===== src/verilog/cfh_pkg.sv =====
//==========================================================
// Notes on behaviour
// Request/clear mode: attached equipment holding RTS high permits sending toward it.
// Request/clear mode: stop transmitting toward the equipment whenever RTS is low.
// Request/clear mode: CTS high while we can accept data, low otherwise.
// Ready-pair mode: DSR high while we can accept data, low otherwise.
// Ready-pair mode: DTR high permits sending; DTR low halts our transmission.
// Flow usage overrides assert/pass line usage; other signal options are unspecified.
// Line-sense family: four variants from clear and sense polarity choices.
// High-active clear variants: CTS asserted when ready, deasserted when not.
// Low-active clear variants: CTS asserted when not ready, deasserted when ready.
// High-active sense variants: input high permits sending, low stops it.
// Low-active sense variants: input high stops sending, low permits it.
// Synchronous channel without flow control keeps CTS permanently asserted.
// Counted-frame channel: CTS low when buffer space is short for the frame.
// Counted-frame channel: CTS held low until the concentrated link is up.
// Synchronous or counted-frame without flow control keeps DSR asserted.
// Synchronous or counted-frame without flow control keeps carrier detect asserted.
// Synchronous or counted-frame without flow control keeps ring indicator deasserted.
// Mode and polarity are static configuration, sampled synchronously.
package cfh_pkg;

	//==========================================================
	// Register map
	localparam logic [3:0] CFH_OFS_CTRL = 4'h0;
	localparam logic [3:0] CFH_OFS_STATUS = 4'h4;
	localparam logic [3:0] CFH_OFS_FRAME = 4'h8;

	//==========================================================
	// Channel configuration
	typedef enum logic [1:0] {
		CFH_CH_ASYNC = 2'h0,
		CFH_CH_SYNC = 2'h1,
		CFH_CH_COUNTED = 2'h2,
		CFH_CH_UNUSED = 2'h3
	} cfh_chan_e;

	typedef enum logic [1:0] {
		CFH_FL_NONE = 2'h0,
		CFH_FL_REQ_CLEAR = 2'h1,
		CFH_FL_READY_PAIR = 2'h2,
		CFH_FL_LINE_SENSE = 2'h3
	} cfh_flow_e;

	typedef enum logic [1:0] {
		CFH_SIG_ASSERT = 2'h0,
		CFH_SIG_PASS = 2'h1,
		CFH_SIG_DIAL = 2'h2,
		CFH_SIG_OTHER = 2'h3
	} cfh_sig_e;

	// Variant code: bit 1 low-active clear, bit 0 low-active sense
	localparam logic [1:0] clear_high_sense_high_variant = 2'h0;
	localparam logic [1:0] clear_high_sense_low_variant = 2'h1;
	localparam logic [1:0] clear_low_sense_high_variant = 2'h2;
	localparam logic [1:0] clear_low_sense_low_variant = 2'h3;
	localparam int CFH_VAR_CLEAR_LOW_BIT = 1;
	localparam int CFH_VAR_SENSE_LOW_BIT = 0;

	// Control word layout, byte lane 0, chan in the low bits
	typedef struct packed {
		cfh_sig_e sig_opt;
		logic [1:0] variant;
		cfh_flow_e flow;
		cfh_chan_e chan;
	} cfh_cfg_s;

	localparam logic [7:0] CFH_CFG_RESET = 8'h00;
	localparam int CFH_CFG_W = 8;

	//==========================================================
	// Line groups
	typedef struct packed {
		logic cts;
		logic dsr;
		logic car;
		logic ri;
	} cfh_lines_s;

	typedef struct packed {
		logic rts;
		logic dtr;
		logic line_sense;
	} cfh_sense_s;

	localparam int CFH_LEN_W = 16;

	//==========================================================
	// Status word bit positions
	localparam int CFH_ST_LINES_LSB = 0;
	localparam int CFH_ST_SENSE_LSB = 4;
	localparam int CFH_ST_PERMIT = 7;
	localparam int CFH_ST_LINK = 8;
	localparam int CFH_ST_CONFLICT = 9;
	localparam int CFH_ST_SHORT = 10;

	//==========================================================
	// Bus slave states
	typedef enum logic [1:0] {
		CFH_BUS_IDLE = 2'h0,
		CFH_BUS_RESP = 2'h1
	} cfh_bus_e;

endpackage


===== src/verilog/cfh_flow_handshake.sv =====
// Chosen here: the register offsets and the Avalon-MM slave port.
`timescale 1ns/1ns
module cfh_flow_handshake (
	// Clock and reset
	input wire logic clock,
	input wire logic rst,
	// Avalon-MM slave
	input wire logic [3:0] avs_address,
	input wire logic avs_read,
	input wire logic avs_write,
	input wire logic [31:0] avs_writedata,
	input wire logic [3:0] avs_byteenable,
	output logic [31:0] avs_readdata,
	output logic avs_waitrequest,
	// Incoming handshake pins
	input wire logic rts_in,
	input wire logic dtr_in,
	input wire logic reverse_line_sense_in,
	// Outgoing handshake pins
	output logic cts_out,
	output logic dsr_out,
	output logic car_out,
	output logic ri_out,
	// Channel data path
	input wire logic rx_ready,
	input wire logic link_up,
	input wire logic hdr_valid,
	input wire logic [15:0] hdr_len,
	input wire logic [15:0] buf_free,
	output logic tx_permit
);

	//==========================================================
	// State
	typedef struct packed {
		cfh_pkg::cfh_bus_e bus;
		logic waitreq;
		logic [31:0] rdata;
		cfh_pkg::cfh_cfg_s cfg;
		cfh_pkg::cfh_sense_s sync1;
		cfh_pkg::cfh_sense_s sync2;
		cfh_pkg::cfh_lines_s lines;
		logic permit;
		logic [15:0] frame_len;
		logic frame_short;
	} cfh_state_s;

	cfh_state_s s_q;
	cfh_state_s s_d;

	logic clear_low;
	logic sense_low;
	logic sense_ok;
	logic flow_on;
	logic conflict;
	logic [15:0] len_now;
	logic short_now;
	logic [31:0] status_word;
	logic [31:0] frame_word;

	//==========================================================
	// Next state
	always_comb begin
		s_d = s_q;

		// Pins cross in; only the second stage is looked at
		s_d.sync1 = {rts_in, dtr_in, reverse_line_sense_in};
		s_d.sync2 = s_q.sync1;

		// polarity variant decode
		clear_low = s_q.cfg.variant[cfh_pkg::CFH_VAR_CLEAR_LOW_BIT];
		sense_low = s_q.cfg.variant[cfh_pkg::CFH_VAR_SENSE_LOW_BIT];
		// R11: sense level that permits sending
		sense_ok = s_q.sync2.line_sense ^ sense_low;

		flow_on = (s_q.cfg.flow != cfh_pkg::CFH_FL_NONE);
		// only assert/pass combine cleanly with a flow mode
		conflict = flow_on && (s_q.cfg.chan == cfh_pkg::CFH_CH_ASYNC) &&
			(s_q.cfg.sig_opt != cfh_pkg::CFH_SIG_ASSERT) &&
			(s_q.cfg.sig_opt != cfh_pkg::CFH_SIG_PASS);

		// size of the frame in hand, new header wins
		len_now = hdr_valid ? hdr_len : s_q.frame_len;
		short_now = (buf_free < len_now);
		if (hdr_valid) begin
			s_d.frame_len = hdr_len;
		end
		s_d.frame_short = short_now;

		// Idle line levels, as for the assert option
		s_d.lines.cts = 1'b1;
		s_d.lines.dsr = 1'b1;
		s_d.lines.car = 1'b1;
		s_d.lines.ri = 1'b0;
		s_d.permit = 1'b1;

		case (s_q.cfg.chan)
			cfh_pkg::CFH_CH_ASYNC: begin
				// flow usage overrides the signal option usage
				case (s_q.cfg.flow)
					cfh_pkg::CFH_FL_REQ_CLEAR: begin
						// clear follows our receive readiness
						s_d.lines.cts = rx_ready;
						// R02: request line gates sending
						s_d.permit = s_q.sync2.rts;
					end
					cfh_pkg::CFH_FL_READY_PAIR: begin
						// ready output follows receive readiness
						s_d.lines.dsr = rx_ready;
						// terminal ready gates sending
						s_d.permit = s_q.sync2.dtr;
					end
					cfh_pkg::CFH_FL_LINE_SENSE: begin
						// R09: clear polarity per variant
						s_d.lines.cts = rx_ready ^ clear_low;
						// R11: sense polarity per variant
						s_d.permit = sense_ok;
					end
					default: begin
						s_d.permit = 1'b1;
					end
				endcase
			end
			cfh_pkg::CFH_CH_SYNC: begin
				// full duplex, clear always on
				s_d.lines.cts = 1'b1;
				// R16: R17: fixed line levels
				s_d.lines.dsr = 1'b1;
				s_d.lines.car = 1'b1;
				s_d.lines.ri = 1'b0;
			end
			cfh_pkg::CFH_CH_COUNTED: begin
				// R14: clear only with link up and room for the frame
				s_d.lines.cts = link_up && !short_now;
				// R16: R17: fixed line levels
				s_d.lines.dsr = 1'b1;
				s_d.lines.car = 1'b1;
				s_d.lines.ri = 1'b0;
			end
			default: begin
				// Unused channel keeps the far side quiet
				s_d.lines = '0;
				s_d.permit = 1'b0;
			end
		endcase

		// Register read words
		status_word = '0;
		status_word[cfh_pkg::CFH_ST_LINES_LSB +: 4] = s_q.lines;
		status_word[cfh_pkg::CFH_ST_SENSE_LSB +: 3] = s_q.sync2;
		status_word[cfh_pkg::CFH_ST_PERMIT] = s_q.permit;
		status_word[cfh_pkg::CFH_ST_LINK] = link_up;
		status_word[cfh_pkg::CFH_ST_CONFLICT] = conflict;
		status_word[cfh_pkg::CFH_ST_SHORT] = s_q.frame_short;
		frame_word = {buf_free, s_q.frame_len};

		// Avalon slave: one wait cycle, answer on the second
		case (s_q.bus)
			cfh_pkg::CFH_BUS_IDLE: begin
				s_d.waitreq = 1'b1;
				if (avs_read || avs_write) begin
					s_d.bus = cfh_pkg::CFH_BUS_RESP;
					s_d.waitreq = 1'b0;
					if (avs_read) begin
						case (avs_address)
							cfh_pkg::CFH_OFS_CTRL: s_d.rdata = {24'h000000, s_q.cfg};
							cfh_pkg::CFH_OFS_STATUS: s_d.rdata = status_word;
							cfh_pkg::CFH_OFS_FRAME: s_d.rdata = frame_word;
							default: s_d.rdata = 32'h00000000;
						endcase
					end
				end
			end
			cfh_pkg::CFH_BUS_RESP: begin
				s_d.bus = cfh_pkg::CFH_BUS_IDLE;
				s_d.waitreq = 1'b1;
				// configuration taken only at the bus edge
				if (avs_write && avs_byteenable[0] && (avs_address == cfh_pkg::CFH_OFS_CTRL)) begin
					s_d.cfg = cfh_pkg::cfh_cfg_s'(avs_writedata[cfh_pkg::CFH_CFG_W-1:0]);
				end
			end
			default: begin
				s_d.bus = cfh_pkg::CFH_BUS_IDLE;
				s_d.waitreq = 1'b1;
			end
		endcase
	end

	//==========================================================
	// Registers
	always_ff @(posedge clock) begin
		if (rst) begin
			s_q <= '0;
			s_q.waitreq <= 1'b1;
			s_q.cfg <= cfh_pkg::CFH_CFG_RESET;
		end else begin
			s_q <= s_d;
		end
	end

	assign avs_readdata = s_q.rdata;
	assign avs_waitrequest = s_q.waitreq;
	assign cts_out = s_q.lines.cts;
	assign dsr_out = s_q.lines.dsr;
	assign car_out = s_q.lines.car;
	assign ri_out = s_q.lines.ri;
	assign tx_permit = s_q.permit;

	logic is_async;
	logic is_rc;
	logic is_rp;
	logic is_ls;
	logic is_fixed;
	assign is_async = (s_q.cfg.chan == cfh_pkg::CFH_CH_ASYNC);
	assign is_rc = is_async && (s_q.cfg.flow == cfh_pkg::CFH_FL_REQ_CLEAR);
	assign is_rp = is_async && (s_q.cfg.flow == cfh_pkg::CFH_FL_READY_PAIR);
	assign is_ls = is_async && (s_q.cfg.flow == cfh_pkg::CFH_FL_LINE_SENSE);
	assign is_fixed = (s_q.cfg.chan == cfh_pkg::CFH_CH_SYNC) || (s_q.cfg.chan == cfh_pkg::CFH_CH_COUNTED);
endmodule


===== config.mk =====
export PLATFORM = sky130hd
export DESIGN_NAME = cfh_flow_handshake
export DESIGN_NICKNAME = d
export VERILOG_FILES = /design/src/verilog/cfh_pkg.sv /design/src/verilog/cfh_flow_handshake.sv
export SDC_FILE = /design/constraint.sdc
export NUM_CORES = 1
export LEC_CHECK = 0
export ABC_AREA = 1
export BUFFER_PORTS_ARGS = -buffer_cell sky130_fd_sc_hd__buf_2
export CORE_UTILIZATION = 44
export DETAILED_ROUTE_END_ITERATION = 8
export PLACE_DENSITY = 0.69
export SYNTH_ARGS = -nofsm -noshare
export SYNTH_HDL_FRONTEND = slang
export SYNTH_SLANG_ARGS = --single-unit

===== constraint.sdc =====
create_clock -name clock -period 3.3 [get_ports clock]
set_input_delay 0.165 -clock clock [delete_from_list [all_inputs] [get_ports clock]]
set_output_delay 0.165 -clock clock [all_outputs]
set_load 0.01 [all_outputs]

==> results.cfg, run 1 <==
[place]
gp_congestion = 0.835
place_ws_ns = 1.35
place_area_mm2 = 0.00355
port_buffers = 91
dp_hpwl_um = 5430

[logic_synthesis]
synth.largest_area_cell = dfxtp_1
syn-cell-area_mm2 = 0.00330
synth_nets = 530
synth_flop_cell = dfxtp_1
synth_edf_count = 0
synth.top_cell.area_share_pct = 41.8
synthCells = 428
yosysWarnings = 0
async_flop_share_pct = 0
ys_types = 30
ys_ff_latch = 69
yosys-top-cells-count = nand2_1 (82), dfxtp_1 (69), a21oi_1 (52), o21ai_0 (44), inv_1 (38)
ys_seq_area_share_pct = 41.8
synth.area.top_cells = dfxtp_1 (42%), nand2_1 (9.3%), a21oi_1 (7.9%)
synthMostInstantiatedCell = nand2_1
syn_area_per_cell_um2 = 7.71

[critical_path]
cp.required_ns = 3.54
cp.arrival_ns = 1.91
crit_fanout = 2
end_kind = register
startpoint_type = register
critical_path_class = reg -> reg

[finish]
diodes = 0
drive_above_1_share_pct = 24.6
nets = 581
final_util_pct = 52.0
final_area_mm2 = 0.00377
syn2layout_area_growth_pct = 14.3
fillers = 756

[grt]
grt_pass1_vias = 2626
grt_overflow = 0
track_usage_pct = 20.7
antenna_found_initial = 0
grt_pass1_wl_um = 12100
grt_max_degree = 55

[sta]
finalHoldViolCount = 0
max_slew_margin_pct = 48.3
post-route-min-period_ns = 1.67
fmax_ghz = 0.600
rsz0062_at_grt = no
period_share_pct = 50.5
layout_setup_ws_ns = 1.63
final-max-slew-violation-count = 0
tns_ns = 0
worst_pin_slew_ns = 0.775
finClkSkew_ns = 0.00605
setup_viol = 0

[detailed_routing]
wl_met1_um = 3460
routed.top_layer = met4
dr.pass1.iters = 4
wl_met3_um = 395
routed_wl_um = 7440
route.met2.wl_um = 3440
wl_per_cell_um = 12.8
drc_errors = 0
avgViaCountPerCell = 4.79
ant_nets = 0
drt_iter0_markers = 148
routed-via-count = 2793

[clocking]
clockRootBuffer = clkbuf_8
cts_hold_buf = 0
htreeDepth = 3
clkLatencyLatePin_ns = 0.35
cts_tree = built
clockBufferDepth = 2
numCtsBuffers = 9
clk_pin_slew_worst_paths_ns = 0.08
post_cts_resized = 0
cts_setup_buffers = 0
clkSinkCount = 69

[pwr]
peakVddDrop_uv = 190
p_per_area_mw_per_mm2 = 502
leakagePower_nw = 1.74

[status]
status = completed

[floorplan]
num_rows = 31
coreArea_mm2 = 0.00725
start_util_pct = 45.5
die_area_mm2 = 0.00785
ios = 120
die_h_um = 88.6
die_w_um = 88.6

[flow_run]
drv_cap = 0

[min_path]
hold_class = in -> reg
-- registers in the layout, summed over array words and instances (netlist names) --
signal and cells:
avs_readdata 32, avs_waitrequest 1, car_out 1, clear_low 1, cts_out 1, dsr_out 1
frame_word 16, s_d 3, s_q 12, tx_permit 1
-- path summary, 6_finish.rpt --
| check | startpoint | end | slack (ns) | cells past startpoint |
|---|---|---|---|---|
| min reg2reg | s_d[23] | s_q[23] | 0.40 | 2 |
| max reg2reg | frame_word[5] | cts_out | 1.63 | 12 |
| min | rts_in | s_d[24] | 0.02 | 3 |
| max | frame_word[5] | cts_out | 1.63 | 12 |
-- power by group --
part | switching, mW | internal [mW] | total [mW] | leakage [nW]
Clock | 0.342 | 0.429 | 0.771 | 0.106
Combinational | 0.141 | 0.0919 | 0.233 | 1.07
Sequential | 0.0175 | 0.874 | 0.892 | 0.567
Total | 0.501 | 1.40 | 1.90 | 1.74
-- cell type report --
class	instances	area, um2	area share (%)
Clock inverter	7	97.6	2.59
Clock buffer	9	124	3.28
Multi-Input combinational cell	264	1420	37.6
Inverter	42	158	4.18
Sequential cell	69	1380	36.6
Tap cell	99	124	3.28
Timing Repair Buffer	93	470	12.5
-- stage by stage --
step	power, mW	cells	hold WS (ns)
final	1.90	583	0.0195
after global routing	1.99	583	0.00795
after floorplan	1.08	428	0.272
after CTS	1.91	583	0.0105
after detailed placement	1.14	567	0.373
after global placement	1.14	567	0.370
-- cells in the final DEF, fill, tap and decap left out, drive strengths merged --
cell type / synthesis / routed
nand3: 8 / 8
clkbuf: 14 / 9
clkinvlp: 0 / 2
o22ai: 2 / 2
a211oi: 1 / 1
bufinv: 0 / 2
nor3: 1 / 1
ha: 20 / 20
dfxtp: 69 / 69
o21ai: 46 / 46
o211ai: 1 / 1
clkinv: 1 / 2
a21oi: 53 / 53
inv: 41 / 43
mux2i: 5 / 5
buf: 39 / 93
nand2: 83 / 83
o221ai: 7 / 7
nor2: 34 / 34
conb: 1 / 1
nand3b: 1 / 1
or2: 1 / 1
-- critical path, stage by stage (launching register included) --
cell      delay [ns]
dfxtp_1         0.31
inv_1           0.08
nand2_1         0.05
o21ai_0         0.13
ha_1            0.31
a21oi_1         0.15
nor2_1          0.05
a211oi_1        0.17
nand2_1         0.08
nand2_1         0.05
nand2_1         0.06
nand2_1         0.08
a21oi_2         0.05
-- per-layer routing --
layer | vias up | global-route usage [%]
li1 | 1464 | -
met3 | 13 | 5.22
met5 | - | 0
met4 | 0 | 8.80
met1 | 1237 | 26.2
met2 | 79 | 33.4
-- cells by family (layout without fill, tap and decap cells) --
logic type,count (synthesis),after routing,share of synthesized area (%)
adder cells (fa/ha/maj),20,20,7.58
other,1,1,0.114
multiplexers,5,5,1.52
AO/OA/AOI/OAI,110,110,17.8
buffers and inverters,95,151,15.3
flip-flops,69,69,41.8
AND/OR/NAND/NOR,128,128,15.8
(Power assumes the default switching activity.)
==> run 2: changes to the inputs <==
--- a/config.mk
+++ b/config.mk
@@ -9,7 +9,7 @@
 export BUFFER_PORTS_ARGS = -buffer_cell sky130_fd_sc_hd__buf_2
 export CORE_UTILIZATION = 44
 export DETAILED_ROUTE_END_ITERATION = 8
-export PLACE_DENSITY = 0.69
+export PLACE_DENSITY = 0.72
 export SYNTH_ARGS = -nofsm -noshare
 export SYNTH_HDL_FRONTEND = slang
 export SYNTH_SLANG_ARGS = --single-unit
==> constraint.sdc (replaced) <==
create_clock -name clock -period 1.42 [get_ports clock]
set_input_delay 0.071 -clock clock [delete_from_list [all_inputs] [get_ports clock]]
set_output_delay 0.071 -clock clock [all_outputs]
set_load 0.01 [all_outputs]
==> run 2 against run 1 <==
Against the previous run:
- the run now ends with setup timing left
- final cell count grew 7.2%
- global-route usage increased by 0.62 points
- design area is 11% higher
- via count rose by 7.7%
- hold slack worse by 0.0069 ns
- flip-flop and latch count unchanged
- highest routed layer unchanged
==> results.cfg, run 2 (synthesized netlist as in run 1, its figures left out) <==
[status]
status = finished, violations left
failed_checks = setup timing

[sta]
period_share_pct = 111
setup_viol = 2
layout_setup_ws_ns = -0.152
finClkSkew_ns = 0.00811
fmax_ghz = 0.636
final-max-slew-violation-count = 0
finalHoldViolCount = 0
post-route-min-period_ns = 1.57
rsz0062_at_grt = yes

[finish]
final_cell_mix = buf_2 (91), nand2_1 (80), dfxtp_1 (68), a21oi_1 (51)
diodes = 0
layout_commonest_cell = buf_2
nets = 623
drive_above_1_share_pct = 29.1
seq_area_mm2 = 0.00138
fillers = 663
fin_cells = 625
multi_input_area_mm2 = 0.00148
syn2layout_area_growth_pct = 27.2
largest_reg_flops = 32

[clocking]
clockRootBuffer = clkbuf_8
clkSinkCount = 69
numCtsBuffers = 9
htreeDepth = 3
clk_pin_slew_worst_paths_ns = 0.07
clkLatencyLatePin_ns = 0.34
clockBufferDepth = 2
cts_tree = built

[detailed_routing]
drt_iter0_markers = 151
wl_per_cell_um = 12.8
ant_nets = 0
drc_errors = 0
routed_wl_um = 7970
avgViaCountPerCell = 4.81
dr.pass1.iters = 4
routed-via-count = 3009

[place]
dp_hpwl_um = 5780
dp.cells = 588
gp_congestion = 0.851
port_buffers = 91
place_ws_ns = -0.320

[floorplan]
die_area_mm2 = 0.00785
num_rows = 31
coreArea_mm2 = 0.00725
ios = 120
die_w_um = 88.6
start_util_pct = 45.5
die_h_um = 88.6

[pwr]
pwr-share-clk_pct = 37.7
pwr-share-comb_pct = 15.4
p_sw_share_pct = 25.5
seq_power_share_pct = 46.8
p_per_area_mw_per_mm2 = 1050
p_switching_mw = 1.13
leakagePower_nw = 1.94
internal_power_mw = 3.30
peakVddDrop_uv = 540

[grt]
track_usage_pct = 21.3
grt_overflow = 0
grt_pass1_vias = 2689
grt_max_degree = 43
antenna_found_initial = 0
grt_pass1_wl_um = 12400

[critical_path]
end_kind = register
critical_path_class = reg -> reg
cp.arrival_ns = 1.80
crit_fanout = 2
cp.required_ns = 1.65
startpoint_type = register

[min_path]
hold_class = in -> reg

[flow_run]
drv_cap = 0
==> run 2: cell types whose count changed in the layout (fill, tap and decap cells not counted), sizes merged <==
cell / delta
buf: +22
bufinv: -1
clkbuf: +4
clkinvlp: -1
dlygate4sd3: +20
inv: -2
==> run 2: critical path, cell delays in order (launching register included) <==
cell and delay, ns:
dfxtp_2 0.33, inv_2 0.04, nand2_2 0.06, o21ai_2 0.06, ha_1 0.30, a21oi_1 0.14, nor2_1 0.06, a211oi_2 0.13
nand2_1 0.07, nand2_1 0.07, nand2_2 0.07, nand2_1 0.08, a21oi_2 0.05
==> run 2: path summary, 6_finish.rpt <==
check,start,to,slack (ns),cells past startpoint
max reg2reg,frame_word[5],cts_out,-0.15,12
max,frame_word[5],cts_out,-0.15,12
min,avs_writedata[2],s_q[30],0.01,3
min reg2reg,s_d[24],s_q[24],0.40,2
==> run 2: through the flow <==
step	area [um2]	total power, mW	hold slack, ns	utilization, %	TNS, ns
after floorplan	3320	2.51	0.178	-	-0.0790
after global placement	3720	2.70	0.282	51.3	-0.344
after detailed placement	3720	2.72	0.285	51.3	-0.547
after CTS	4150	4.44	0.00325	57.2	-0.248
after global routing	4200	4.67	0.00493	57.9	-0.397
final	4200	4.43	0.0126	57.9	-0.236
==> run 2: area by class of cell <==
type                       instances  area share (%)
inverter                          42            3.75
multi-input combinational        264            35.2
clock buffer                      13            4.02
tap                               99            2.95
clock inverter                     3            1.01
sequential                        69            32.9
timing repair buffer             135            20.2
==> run 2: what timing repair did <==
| action | in CTS | in global routing |
|---|---|---|
| resized for setup | 3 | 15 |
| pin swaps | 3 | 5 |
| endpoints found under the hold margin | 20 | 0 |
| buffers inserted | 1 | 0 |
| setup endpoints to repair | 2 | 2 |
| hold buffers | 20 | 0 |
| cloned | 0 | 0 |
==> run 2: per-layer routing <==
metal / part of all wire [%] / global-route usage, %
met5: 0 / 0
met1: 45 / 27.3
met3: 5.5 / 4.10
met2: 48 / 34.3
met4: 2.0 / 10.4
==> run 2: power by group through the flow <==
stage               sequential (mW)  combinational (mW)  clock (mW)
floorplan                      2.11               0.398           0
global placement               2.11               0.587           0
detailed placement             2.12               0.602           0
CTS                            2.07               0.655        1.71
global route                   2.09               0.765        1.82
finish                         2.08               0.683        1.67
